File: config.mk
export PLATFORM = sky130hd
export DESIGN_NAME = zero_cross_event_logic
export DESIGN_NICKNAME = d
export VERILOG_FILES = /design/src/zcd_pkg.sv /design/src/zcd_level_sync.sv /design/src/zcd_edge_detect.sv /design/src/zero_cross_event_logic.sv
export SDC_FILE = /design/constraint.sdc
export NUM_CORES = 1
export LEC_CHECK = 0
export BUFFER_PORTS_ARGS = -buffer_cell sky130_fd_sc_hd__buf_4
export CORE_MARGIN = 5
export CORE_UTILIZATION = 39
export DETAILED_ROUTE_END_ITERATION = 10
export PLACE_DENSITY = 0.84
export SLEW_MARGIN = 40
export SYNTH_ARGS = -nofsm -noshare
export SYNTH_HDL_FRONTEND = slang
export SYNTH_HIERARCHICAL = 1
export SYNTH_SLANG_ARGS = --single-unit
File: constraint.sdc
create_clock -name REF_CLK -period 1.8 [get_ports REF_CLK]
set_input_delay 0.18 -clock REF_CLK [delete_from_list [all_inputs] [get_ports REF_CLK]]
set_output_delay 0.18 -clock REF_CLK [all_outputs]
set_load 0.005 [all_outputs]
File: src/zcd_pkg.sv
// package of register offsets, field positions and reset values
package zcd_pkg;
    // ****************************************
    // register byte addresses on the apb bus
    // ****************************************
    localparam logic [7:0] ADDR_CONTROL = 8'h00;    // zero_cross_control
    localparam logic [7:0] ADDR_IRQ_ENABLE_THREE = 8'h04; // enable three
    localparam logic [7:0] ADDR_IRQ_FLAG_THREE = 8'h08;   // flag three
    localparam logic [7:0] ADDR_INTCON = 8'h0C;     // master and global enable
    localparam logic [7:0] ADDR_EVT_STATUS = 8'h10; // sticky event status
    localparam logic [7:0] ADDR_EVT_ENABLE = 8'h14; // event enable
    localparam logic [7:0] ADDR_EVT_CLEAR = 8'h18;  // event clear, write only
    // ****************************************
    // control and interrupt register field positions
    // ****************************************
    localparam int BIT_ENABLE = 7;   // detector_enable
    localparam int BIT_PIN_OE = 6;   // pin_output_enable
    localparam int BIT_STATUS = 5;   // logic_level_status
    localparam int BIT_POLARITY = 4; // output_polarity_invert
    localparam int BIT_RISE_EN = 1;  // rising_edge_irq_enable
    localparam int BIT_FALL_EN = 0;  // falling_edge_irq_enable
    localparam int BIT_ZC_IRQ = 4;   // flag and enable in the irq registers
    localparam int BIT_GLOBAL = 7;   // global_irq_enable in intcon
    localparam int BIT_PERIPH = 6;   // peripheral_irq_master_enable
    // ****************************************
    // event status layout
    // ****************************************
    localparam int EVT_RISE = 0;     // rising edge seen
    localparam int EVT_FALL = 1;     // falling edge seen
    localparam int EVT_POL = 2;      // polarity changed
    localparam int EVT_WIDTH = 3;    // number of events
    // ****************************************
    // reset values
    // ****************************************
    localparam logic [7:0] RST_CONTROL = 8'h00; // enable comes from config
    localparam logic [7:0] RST_IRQ_ENABLE_THREE = 8'h00;
    localparam logic [7:0] RST_IRQ_FLAG_THREE = 8'h00;
    localparam logic [7:0] RST_INTCON = 8'h00;
endpackage

File: src/zcd_level_sync.sv
// two-stage synchronizer for the comparator level
`timescale 1ns/1ns
module zcd_level_sync (
    input wire logic clk,
    input wire logic nrst,
    input wire logic async_in,
    output logic sync_out
);
    logic stage_one; // first stage, read only by the second
    // ****************************************
    // two flip-flops in series
    // ****************************************
    always_ff @(posedge clk or negedge nrst) begin
        if (!nrst) begin
            stage_one <= 1'b0;
            sync_out <= 1'b0;
        end else begin
            stage_one <= async_in;
            sync_out <= stage_one;
        end
    end
endmodule

File: src/zcd_edge_detect.sv
// rising and falling edge detector on a synchronous level
`timescale 1ns/1ns
module zcd_edge_detect (
    input wire logic clk,
    input wire logic nrst,
    input wire logic level,
    output logic rise,
    output logic fall
);
    logic last_level; // level one clock ago
    // ****************************************
    // remember previous level
    // ****************************************
    always_ff @(posedge clk or negedge nrst) begin
        if (!nrst) begin
            last_level <= 1'b0;
        end else begin
            last_level <= level;
        end
    end
    // one-cycle pulses on each transition
    assign rise = level & ~last_level;
    assign fall = ~level & last_level;
endmodule

File: src/zero_cross_event_logic.sv
// zero-cross detector control, status and interrupt logic
//
// Overview of operation
// either enabled edge detector sets flag
// rising enable bit 1 gates rising edges
// falling enable bit 0 gates falling edges
// interrupt needs flag and all three enables set
// polarity change raises event even when disabled
// software must clear the flag itself
// edge during clear keeps flag set
// logic keeps running during processor sleep
// config bit low powers detector up active
// config bit high needs software enable write
// enable bit 7 forces pin current drive
// bit 6 routes polarized output to pin
// bit 5 reports polarized sink/source level
// polarity bit 4 inverts the logic output
// reset clears control bits, enable from config
// flag and enable at bit 4
// synchronize comparator level with two flops
`timescale 1ns/1ns
module zero_cross_event_logic (
    input wire logic REF_CLK,
    input wire logic NRST,
    // apb slave
    input wire logic PSEL,
    input wire logic PENABLE,
    input wire logic PWRITE,
    input wire logic [7:0] PADDR,
    input wire logic [31:0] PWDATA,
    output logic [31:0] PRDATA,
    output logic PREADY,
    output logic PSLVERR,
    // analog front end
    input wire logic SINK_ACTIVE,
    input wire logic DEFAULT_OFF_CONFIG_N,
    input wire logic SLEEP,
    input wire logic PORT_TRISTATE_CONTROL,
    output logic FRONT_END_ENABLE,
    output logic PIN_FORCE_DRIVE,
    output logic PIN_OUT,
    output logic PIN_OUT_OE,
    // interrupts
    output logic CPU_IRQ,
    output logic EVENT_IRQ
);
    // ****************************************
    // register state
    // ****************************************
    logic detector_enable;          // control bit 7
    logic pin_output_enable;        // control bit 6
    logic output_polarity_invert;   // control bit 4
    logic rising_edge_irq_enable;   // control bit 1
    logic falling_edge_irq_enable;  // control bit 0
    logic zero_cross_irq_enable;    // irq enable three, bit 4
    logic zero_cross_irq_flag;      // irq flag three, bit 4
    logic global_irq_enable;        // intcon bit 7
    logic peripheral_irq_master_enable; // intcon bit 6
    logic [2:0] evt_status;         // sticky event bits
    logic [2:0] evt_enable;         // event enables
    logic config_seen;              // config sampled after reset
    // ****************************************
    // derived signals
    // ****************************************
    logic raw_sync;                 // synchronized sink indication
    logic polarized_logic_output;   // level after polarity
    logic rise;                     // rising edge pulse
    logic fall;                     // falling edge pulse
    logic wr_access;                // write completes this cycle
    logic rd_access;                // read completes this cycle
    logic hit_control;
    logic hit_irq_en;
    logic hit_irq_flag;
    logic hit_intcon;
    logic hit_status;
    logic hit_enable;
    logic hit_clear;
    logic addr_ok;                  // address maps to a register
    logic edge_event;               // enabled edge seen
    logic pol_change;               // write changes the polarity
    logic [2:0] evt_set;            // new events this cycle
    logic next_flag;
    logic [31:0] next_prdata;
    logic [7:0] control_view;

    // ****************************************
    // front end path
    // ****************************************
    // sleep is deliberately not an input to any logic here
    zcd_level_sync u_sync (
        .clk(REF_CLK),
        .nrst(NRST),
        .async_in(SINK_ACTIVE),
        .sync_out(raw_sync)
    );
    // invert ahead of status, pin and edges
    assign polarized_logic_output =
        raw_sync ^ output_polarity_invert;
    zcd_edge_detect u_edge (
        .clk(REF_CLK),
        .nrst(NRST),
        .level(polarized_logic_output),
        .rise(rise),
        .fall(fall)
    );
    // current drive forced while enabled, else tristate governs
    assign FRONT_END_ENABLE = detector_enable;
    assign PIN_FORCE_DRIVE = detector_enable;
    assign PIN_OUT = polarized_logic_output;
    assign PIN_OUT_OE = pin_output_enable;

    // ****************************************
    // apb decode
    // ****************************************
    assign PREADY = 1'b1;
    assign wr_access = PSEL & PENABLE & PWRITE;
    assign rd_access = PSEL & PENABLE & ~PWRITE;
    assign hit_control = (PADDR == zcd_pkg::ADDR_CONTROL);
    assign hit_irq_en = (PADDR == zcd_pkg::ADDR_IRQ_ENABLE_THREE);
    assign hit_irq_flag = (PADDR == zcd_pkg::ADDR_IRQ_FLAG_THREE);
    assign hit_intcon = (PADDR == zcd_pkg::ADDR_INTCON);
    assign hit_status = (PADDR == zcd_pkg::ADDR_EVT_STATUS);
    assign hit_enable = (PADDR == zcd_pkg::ADDR_EVT_ENABLE);
    assign hit_clear = (PADDR == zcd_pkg::ADDR_EVT_CLEAR);
    assign addr_ok = hit_control | hit_irq_en | hit_irq_flag | hit_intcon |
        hit_status | hit_enable | hit_clear;
    // unmapped address answers with an error
    assign PSLVERR = PSEL & PENABLE & ~addr_ok;

    // ****************************************
    // event logic
    // ****************************************
    assign edge_event = (rise & rising_edge_irq_enable) |
        (fall & falling_edge_irq_enable);
    // any polarity change is an event regardless of enable
    assign pol_change = wr_access & hit_control &
        (PWDATA[zcd_pkg::BIT_POLARITY] != output_polarity_invert);
    // set wins over software clear
    always_comb begin
        next_flag = zero_cross_irq_flag;
        if (wr_access && hit_irq_flag) begin
            next_flag = PWDATA[zcd_pkg::BIT_ZC_IRQ];
        end
        if (edge_event || pol_change) begin
            next_flag = 1'b1;
        end
    end
    assign evt_set = {pol_change, fall, rise};

    // interrupt needs every enable in the chain
    assign CPU_IRQ = zero_cross_irq_flag & zero_cross_irq_enable &
        peripheral_irq_master_enable & global_irq_enable;
    assign EVENT_IRQ = |(evt_status & evt_enable);

    // ****************************************
    // control register
    // ****************************************
    // enable follows the strap, sampled once after reset release
    always_ff @(posedge REF_CLK or negedge NRST) begin
        if (!NRST) begin
            detector_enable <= 1'b0;
            config_seen <= 1'b0;
        end else if (!config_seen) begin
            detector_enable <= ~DEFAULT_OFF_CONFIG_N;
            config_seen <= 1'b1;
        end else if (wr_access && hit_control) begin
            detector_enable <= PWDATA[zcd_pkg::BIT_ENABLE];
        end
    end
    // remaining control bits clear on reset
    always_ff @(posedge REF_CLK or negedge NRST) begin
        if (!NRST) begin
            pin_output_enable <= zcd_pkg::RST_CONTROL[zcd_pkg::BIT_PIN_OE];
            output_polarity_invert <=
                zcd_pkg::RST_CONTROL[zcd_pkg::BIT_POLARITY];
            rising_edge_irq_enable <=
                zcd_pkg::RST_CONTROL[zcd_pkg::BIT_RISE_EN];
            falling_edge_irq_enable <=
                zcd_pkg::RST_CONTROL[zcd_pkg::BIT_FALL_EN];
        end else if (wr_access && hit_control) begin
            pin_output_enable <= PWDATA[zcd_pkg::BIT_PIN_OE];
            output_polarity_invert <= PWDATA[zcd_pkg::BIT_POLARITY];
            rising_edge_irq_enable <= PWDATA[zcd_pkg::BIT_RISE_EN];
            falling_edge_irq_enable <= PWDATA[zcd_pkg::BIT_FALL_EN];
        end
    end

    // ****************************************
    // interrupt enables and flag
    // ****************************************
    always_ff @(posedge REF_CLK or negedge NRST) begin
        if (!NRST) begin
            zero_cross_irq_enable <=
                zcd_pkg::RST_IRQ_ENABLE_THREE[zcd_pkg::BIT_ZC_IRQ];
            zero_cross_irq_flag <=
                zcd_pkg::RST_IRQ_FLAG_THREE[zcd_pkg::BIT_ZC_IRQ];
            global_irq_enable <= zcd_pkg::RST_INTCON[zcd_pkg::BIT_GLOBAL];
            peripheral_irq_master_enable <=
                zcd_pkg::RST_INTCON[zcd_pkg::BIT_PERIPH];
        end else begin
            zero_cross_irq_flag <= next_flag;
            if (wr_access && hit_irq_en) begin
                zero_cross_irq_enable <= PWDATA[zcd_pkg::BIT_ZC_IRQ];
            end
            if (wr_access && hit_intcon) begin
                global_irq_enable <= PWDATA[zcd_pkg::BIT_GLOBAL];
                peripheral_irq_master_enable <= PWDATA[zcd_pkg::BIT_PERIPH];
            end
        end
    end

    // ****************************************
    // sticky event status
    // ****************************************
    // set beats clear in the same cycle
    always_ff @(posedge REF_CLK or negedge NRST) begin
        if (!NRST) begin
            evt_status <= 3'h0;
            evt_enable <= 3'h0;
        end else begin
            if (wr_access && hit_clear) begin
                evt_status <= (evt_status & ~PWDATA[2:0]) | evt_set;
            end else begin
                evt_status <= evt_status | evt_set;
            end
            if (wr_access && hit_enable) begin
                evt_enable <= PWDATA[2:0];
            end
        end
    end

    // ****************************************
    // read data
    // ****************************************
    assign control_view = {detector_enable, pin_output_enable,
        polarized_logic_output, output_polarity_invert, 2'b00,
        rising_edge_irq_enable, falling_edge_irq_enable};
    always_comb begin
        next_prdata = 32'h0;
        if (hit_control) begin
            next_prdata = {24'h0, control_view};
        end else if (hit_irq_en) begin
            next_prdata = {27'h0, zero_cross_irq_enable, 4'h0};
        end else if (hit_irq_flag) begin
            next_prdata = {27'h0, zero_cross_irq_flag, 4'h0};
        end else if (hit_intcon) begin
            next_prdata = {24'h0, global_irq_enable,
                peripheral_irq_master_enable, 6'h0};
        end else if (hit_status) begin
            next_prdata = {29'h0, evt_status};
        end else if (hit_enable) begin
            next_prdata = {29'h0, evt_enable};
        end
    end
    // data taken in setup, stable during access
    always_ff @(posedge REF_CLK or negedge NRST) begin
        if (!NRST) begin
            PRDATA <= 32'h0;
        end else if (PSEL && !PENABLE && !PWRITE) begin
            PRDATA <= next_prdata;
        end else if (rd_access) begin
            PRDATA <= PRDATA;
        end
    end
endmodule

==> results.md, run 1 <==
- The synthesized flop and latch total is 26.
- The share of synthesized area spent on multiplexers is 11.0%.
- The fraction of power consumed by sequential logic is 53.6%.
- For this run, the detailed router's first-pass iteration total came to 5.
- The placeable core region is 3660 um2.
- The number of buffers and inverters on the critical path is 2.
- TritonCTS built the clock tree.
- The tool flagged a number of max-cap violations equal to 0.
- The floorplan step set the die height to 71.6 um.
- The flip-flop count of the largest register, all copies and words added is 7.
- The switching fraction of total power is about a quarter.
- By area the synthesized netlist is led by sky130_fd_sc_hd__dfrtp_1 44%, sky130_fd_sc_hd__buf_4 14%, sky130_fd_sc_hd__mux2_2 7.6%, sky130_fd_sc_hd__mux2i_1 3.4%, sky130_fd_sc_hd__nand3_1 2.0%.
- The via count of the first global-routing pass is 1057.
- The most numerous cell type found on the critical path is sky130_fd_sc_hd__buf_4.
- The initial cell density of the core is 40.5%.
- In this run the number of H-tree levels came out at 1.
- The worst setup path is launched from an input pin.
- The detail-routed via count per cell is 4.92.
- The overall global routing resource usage is 12.3%.
- The worst path needs 1.51 ns of the cycle, external delays included.
- Among cell families on the critical path, the largest total delay comes from simple AND/OR/NAND/NOR gates.
- The antenna diode instance count is 0.
- With fillers left out, the area of the finished cells amounts to 1750 um2.
- The area growth from synthesis to layout is 18.2%.
- Sorting the synthesized cells by how often they occur yields 27 x sky130_fd_sc_hd__buf_4, 26 x sky130_fd_sc_hd__dfrtp_1, 10 x sky130_fd_sc_hd__mux2_2.
- The initial antenna violation count is 0.
- The synthesized design contains 0 enable-type register cells.
- The top-level I/O count is 89.
- The remaining global-route overflow is 0.
- The count of mapped cells out of synthesis is 142.
- Setup violations remaining at the end of the flow were counted as 0.
- Dividing the synthesized area by the synthesized cell count gives 10.4 um2.
- The adder-cell area share of the yosys netlist is 0%.
- The register clock-pin slew on the reported worst setup and hold paths is around 0.09 ns.
- In the finished design, the share of the clock period the worst path needs comes to around 84%.
- The global-route wire length before repair is 5040 um.
- The power density of the placed cells is 650 nW/um2.
- In the final design database the tool counted 228 nets.
- Of the cells placed in the final design, the portion with a size suffix greater than 1 is 32.6%.
- The share of total power dissipated in combinational logic is 13.0%.
- The run finished with clean final reports.
- For this design the static power due to leakage is approximately 0.86 nW.
- In this run the worst hold path is classified as input pin to flip-flop.
- The count of pins over their slew limit is 0.
- The area share of the largest cell type after synthesis is a little over two fifths.
- The worst clock skew is roughly 0.0042 ns.
- The average wire per cell in the routed design is 13.9 um.
- After layout, the design draws a total of 1.14 mW.
- The share of the core filled with cells in the final layout is 47.8%.
- The post-synthesis simple-gate area fraction is 15.9%.
- The row count is 22.
- The total net switching power is 0.278 mW.
- The clock network fraction of total power is 33.4%.
- The peak ir drop on the vdd network is between 0.3 and 0.4 mV.
- The synthesized design spends more area on one cell type than any other, namely sky130_fd_sc_hd__dfrtp_1.
- In the final timing run, aggregate negative setup slack is 0 ns.
- In the final layout, the registers with the most flip-flops are PRDATA (7), evt_enable (3), evt_status (3).
- For this run, the top clock speed supported by timing is 0.662 GHz.
- Setup repair after global routing left no endpoint under its margin.
- Entering global routing, the biggest net connects 27 pins.
- Routability-driven placement finished with a final weighted congestion of 0.723.
- The number of hold-slack violations in the final timing report is 0.
- The yosys synthesis warning count is 6.
- The root buffer cell chosen for the clock tree is sky130_fd_sc_hd__clkbuf_8.
- The count of buffers inserted at the top-level ports is 34.
- The routed layout has 1111 vias.
- The top register by number of flip-flops is PRDATA.
- The commonest register cell after synthesis is sky130_fd_sc_hd__dfrtp_1.
- For this run, the register share of the synthesized area comes to 43.9%.
- In the synthesized netlist the async set-or-reset flop fraction comes to between 90% and 100%.
- On the critical path, the stage with the largest delay is an instance of sky130_fd_sc_hd__or4b_1.
- The critical path's largest stage delay is 0.54 ns.
- After synthesis, the largest family of logic cells by area is buffers and inverters.
- The total internal power is 0.860 mW.
- The clock reaches the later pin of the worst-skew pair after 0.27 ns.
- In this run the remaining antenna-violating nets after routing total 0.
- The largest buffer count on any clock path is 2.
- The horizontal die dimension is 71.6 um.
- The number of remaining DRC errors is 0.
- Once placement finished, the instance area stood at between 1500 and 2000 um2.
- The total standard cell area after synthesis is ~1500 um2.
- The final-layout fill cell count is 369.
- Counting the buffers created by CTS gives 3.
- The distinct cell type count after synthesis is 33.
- The total clock sinks is 26.
- The critical path goes through buf_4 > or4b_1 > nor4_1 > buf_4 > nand2_1 > a22o_1.
- The fraction of the mapped netlist area in compound gates is 9.97%.
- The category of the most critical setup path is input pin to flip-flop.
- The die area is around 5100 um2.
- In this run, the number of DRC markers left after iteration 0 of detailed routing was 22.
- For the worst setup path, the data arrival time is 1.67 ns.
- After detailed routing, the total wire length is 3140 um.
- The half-perimeter wire length after placement is 2410 um.
- Data on the critical path is required at its endpoint by 1.96 ns.
- The largest fanout on the critical path is 5.
- In the post-synthesis netlist, the cell with the most instances is sky130_fd_sc_hd__buf_4.
- The kind of end point of the critical path is a flip-flop.
- After Yosys synthesis, XOR and XNOR cells account for 1.18% of the synthesized area.
## cells in the final DEF, fill, tap and decap left out, drive strengths merged, types with 4 or more instances in the layout
cell type	n
nand3	6
clkbuf	4
mux2i	5
nor2	5
mux2	10
nor4	5
buf	39
conb	27
nand2	8
inv	5
nor3	5
dfrtp	26
## metrics by stage
stage	setup slack, ns	hold WS, ns	instances
floorplan	0.0709	-0.116	167
global placement	0.0614	0.104	221
finish	0.290	0.00539	226
detailed placement	0.0611	0.107	221
global route	0.192	0.000517	226
CTS	0.306	0.00514	226
## area by class of cell
cell class / count / area [um2] / area share, %
Clock buffer: 4 / 55.1 / 3.14
Inverter: 5 / 18.8 / 1.07
Multi-Input combinational cell: 103 / 664 / 37.9
Sequential cell: 26 / 651 / 37.1
Tap cell: 48 / 60.1 / 3.43
Timing Repair Buffer: 40 / 303 / 17.3
## power by group through the flow
stage / registers (mW) / logic, mW / clock network (mW)
final: 0.610 / 0.148 / 0.380
after global routing: 0.612 / 0.164 / 0.412
after CTS: 0.611 / 0.147 / 0.385
after detailed placement: 0.622 / 0.143 / 0
after global placement: 0.621 / 0.139 / 0
after floorplan: 0.620 / 0.112 / 0
## layer usage
| layer | routed length, um | part of all wire [%] | track usage [%] | up-vias |
|---|---|---|---|---|
| met2 | 1630 | 52 | 21.6 | 40 |
| met3 | 219 | 7.0 | 2.24 | 5 |
| met1 | 1250 | 40 | 15.1 | 538 |
| li1 | - | - | - | 528 |
| met5 | 0 | 0 | 0 | - |
| met4 | 39 | 1.2 | 3.76 | 0 |
## worst paths after layout
kind                                   startpoint             endpoint  slack, ns  depth (start not counted)
max                                      PADDR[5]        evt_status[2]       0.29                          6
min                                   SINK_ACTIVE     u_sync/stage_one      0.005                          1
max reg2reg                output_polarity_invert  zero_cross_irq_flag       0.30                          4
min reg2reg                      u_sync/stage_one      u_sync/sync_out       0.35                          0
max in group asynchronous                    NRST            PRDATA[2]       1.21                          2
min in group asynchronous                    NRST     u_sync/stage_one       0.34                          2
## kinds of logic after synthesis
| family | after synthesis |
|---|---|
| flops | 26 |
| other cells | 2 |
| mux | 15 |
| compound gates | 19 |
| xor+xnor | 2 |
| buf+inv | 38 |
| simple gates | 40 |
## repair_timing
| item | CTS | global route |
|---|---|---|
| setup endpoints to repair | 0 | 0 |
| endpoints found under the hold margin | 26 | 0 |
| buffers inserted | 0 | 0 |
| hold buffers | 1 | 0 |
| resized for setup | 0 | 0 |
(Power assumes the default switching activity.)
==> run 2, diff against run 1 <==
==> constraint.sdc (replaced) <==
create_clock -name REF_CLK -period 1.4 [get_ports REF_CLK]
set_input_delay 0.14 -clock REF_CLK [delete_from_list [all_inputs] [get_ports REF_CLK]]
set_output_delay 0.14 -clock REF_CLK [all_outputs]
set_load 0.005 [all_outputs]
==> run 2 against run 1 <==
  * Cell count grew 8.8%
  * Wire length rose by 1.9%
  * Register-to-register slack worse by 0.28 ns
  * Non-clock buffer count rose by 20
  * Critical path depth decreased by 2
  * Sequential power increased by 29%
  * Clock skew is 0.0014 ns higher
  * Count of clock-buffer cells in the layout fell by 1
  * Critical path type is now flip-flop to flip-flop
  * First-iteration DRC count increased by 150%
  * Die area unchanged
  * Combinational power rose by 49%
  * Worst setup slack worse by 0.27 ns
==> results.md, run 2 (synthesis results as in run 1) <==
- The cell area after placement is 1840 um2 (was 1690 um2).
- The clock latency at the later pin of the worst-skew pair is 0.27 ns (about the same).
- The remaining global-route overflow is 0 (unchanged).
- The share of power burned in combinational logic came to 13.6% (was 13.0%).
- The most common library cell in the layout ignoring fill and taps is sky130_fd_sc_hd__buf_4 (unchanged).
- The number of DRC markers after the initial detailed-route iteration was 54 (was 22).
- The standard cell with the maximum stage delay on the critical path is sky130_fd_sc_hd__dfrtp_1 (was sky130_fd_sc_hd__or4b_1).
- The register clock-pin slew on the reported worst setup and hold paths was 0.09 ns (about the same).
- The largest fanout on the critical path is 2 (was 5).
- RSZ-0062 raised after global routing: true (was false).
- The fraction of power consumed by sequential logic is 48.2% (was 53.6%).
- The via count of the first global-routing pass is 1111 (was 1057).
- The power density of the placed cells is 838 nW/um2 (was 650 nW/um2).
- The final-layout fill cell count came to 339 (was 369).
- The overall power is 1.63 mW (was 1.14 mW).
- The class of the tightest hold or removal check is input pin to flip-flop (unchanged).
- The static leakage is 0.966 nW (was 0.858 nW).
- The CTS buffer count came to 3 (unchanged).
- The clock period minus worst slack is 1.38 ns.
- The number of H-tree levels is 1 (unchanged).
- The final antenna-violating net count is 0 (unchanged).
- The final-report setup violation count was 0 (unchanged).
- Static timing analysis puts the maximum clock frequency at 0.725 GHz.
- The clock network fraction of total power was 38.2% (was 33.4%).
- The post-placement cell count is 239 (was 221).
- The number of standard cells in the final layout excluding fillers is 246 (was 226).
- The kind of end point of the critical path is a flip-flop (unchanged).
- CP Cell Sequence: xor2_2 > and2b_2 > a222oi_1 > nand3_1 (was buf_4 > or4b_1 > nor4_1 > buf_4 > nand2_1 > a22o_1).
- The switching fraction of total power is 22.5% (was 24.4%).
- The fraction of final layout cells sized beyond drive strength 1 was 39.9% (was 32.6%).
- The peak ir drop on the vdd network came to 0.429 mV (was 0.319 mV).
- The total clock sinks is 26 (unchanged).
- The placer congestion estimate is 0.842 (was 0.723).
- The final layout net count was 248 (was 228).
- Leading registers by flop count: PRDATA (7), evt_enable (3), evt_status (3) (unchanged).
- The count of pins over their slew limit came to 0 (unchanged).
- The row count is 22 (unchanged).
- The root cell of the clock tree is sky130_fd_sc_hd__clkbuf_8 (unchanged).
- The largest buffer count on any clock path came to 2 (unchanged).
- The detail-routed via count per cell was 4.78 (was 4.92).
- The total net switching power came to 0.366 mW (was 0.278 mW).
- The final design instance area without fill is 1940 um2 (was 1750 um2).
- The antenna diode instance count is 0 (unchanged).
- The total iterations of the first detailed-routing run is 4 (was 5).
- The count of buffers inserted at the top-level ports is 34 (unchanged).
- The average wire per cell in the routed design came to 13.0 um (was 13.9 um).
- The max-capacitance violation count is 0 (unchanged).
- The half-perimeter wire length after placement is 2610 um (was 2410 um).
- The startpoint kind of the worst setup timing path is a flip-flop (was input pin).
- The number of remaining DRC errors is 0 (unchanged).
- The number of hold-slack violations in the final timing report is 0 (unchanged).
- The global-route wire length before repair was 5020 um (was 5040 um).
- The chip height came to 71.6 um (unchanged).
- The flip-flop count of the largest register, all copies and words added came to 7 (unchanged).
- The die area is 5130 um2 (unchanged).
- The maximum number of pins on one net before global-route repair came to 27 (unchanged).
- The horizontal die dimension is 71.6 um (unchanged).
- The initial antenna violation count is 0 (unchanged).
- The category of the most critical setup path is flip-flop to flip-flop (was input pin to flip-flop).
- The total internal power was 1.26 mW (was 0.860 mW).
- Run status: finished, final reports clean (unchanged).
- The top-level I/O count was 89 (unchanged).
- The data arrival time of the worst path came to 1.52 ns (was 1.67 ns).
- The synthesis-to-layout area growth is 31.2% (was 18.2%).
- The worst clock skew is 0.00560 ns (was 0.00417 ns).
- The CTS tree is yes (unchanged).
- The critical path's largest stage delay is 0.41 ns (was 0.54 ns).
- The top register by number of flip-flops is PRDATA (unchanged).
- The initial cell density of the core came to 40.5% (unchanged).
- Most used cells in the layout excluding fill and tap cells: 58 x sky130_fd_sc_hd__buf_4, 27 x sky130_fd_sc_hd__conb_1, 26 x sky130_fd_sc_hd__dfrtp_1 (was 39 x sky130_fd_sc_hd__buf_4, 27 x sky130_fd_sc_hd__conb_1, 26 x sky130_fd_sc_hd__dfrtp_1).
- The total number of vias is 1176 (was 1111).
- The placeable core region came to 3660 um2 (unchanged).
- The total length of routed wires is 3200 um (was 3140 um).
- Dividing the final minimum period by the clock period gives 98.5%.
- The overall global routing resource usage is 12.0% (was 12.3%).
- The data required time at the worst endpoint is 1.55 ns (was 1.96 ns).
run 2: area by class of cell:
cell class                      instances  area [um2]  area share [%]
Inverter                                5        18.8           0.966
Sequential cell                        26         651            33.5
Multi-Input combinational cell        103         687            35.4
Tap cell                               48        60.1            3.09
Clock inverter                          1        30.0            1.55
Clock buffer                            3        41.3            2.12
Timing Repair Buffer                   60         455            23.4
run 2: path summary, 6_finish.rpt:
path	from	to	slack (ns)	cells after the start
worst max-delay path	u_sync/sync_out	zero_cross_irq_flag	0.02	4
worst min-delay path	DEFAULT_OFF_CONFIG_N	FRONT_END_ENABLE	0.02	2
worst max register to register	u_sync/sync_out	zero_cross_irq_flag	0.02	4
worst min register to register	u_sync/stage_one	u_sync/sync_out	0.36	0
max in group asynchronous	NRST	PRDATA[2]	0.85	2
min in group asynchronous	NRST	u_sync/sync_out	0.30	2
run 2: per-stage QoR:
stage | hold slack [ns] | TNS (ns) | worst slack, ns | util, %
2_1_floorplan | -0.156 | -1.73 | -0.286 | -
3_3_place_gp | 0.0616 | -2.82 | -0.213 | 50.1
3_5_place_dp | 0.0686 | -3.09 | -0.243 | 50.1
4_1_cts | 0.0215 | 0 | 0.000952 | 52.6
5_1_grt | 0.0109 | -0.103 | -0.0805 | 53.1
6_report | 0.0247 | 0 | 0.0215 | 53.1
run 2: critical path: cells and delay by family, from the launching register on:
family	cells	cell delay [ns]
DFF	1	0.41
and+or+nand+nor	2	0.37
AOI/OAI and AO/OA	1	0.31
xor gates and xnor gates	1	0.17
run 2: power by group through the flow:
stage	clock (mW)	sequential [mW]	combinational (mW)
floorplan	0	0.797	0.147
global placement	0	0.799	0.209
detailed placement	0	0.801	0.214
CTS	0.629	0.786	0.218
global route	0.668	0.789	0.246
finish	0.622	0.785	0.221
run 2: routing by layer:
| metal | vias to the layer above | track usage [%] | wire length (um) |
|---|---|---|---|
| met4 | 0 | 3.13 | 22 |
| met2 | 41 | 20.2 | 1530 |
| li1 | 572 | - | - |
| met5 | - | 0 | 0 |
| met1 | 561 | 15.1 | 1370 |
| met3 | 2 | 3.37 | 272 |
run 2: timing repair:
| item | 4_1_cts | 5_1_grt |
|---|---|---|
| endpoints found under the setup margin | 1 | 3 |
| hold endpoints to repair | 27 | 0 |
| buffers inserted | 0 | 1 |
| pin swaps | 1 | 1 |
| gates resized for setup | 0 | 1 |
| hold buffers | 2 | 0 |
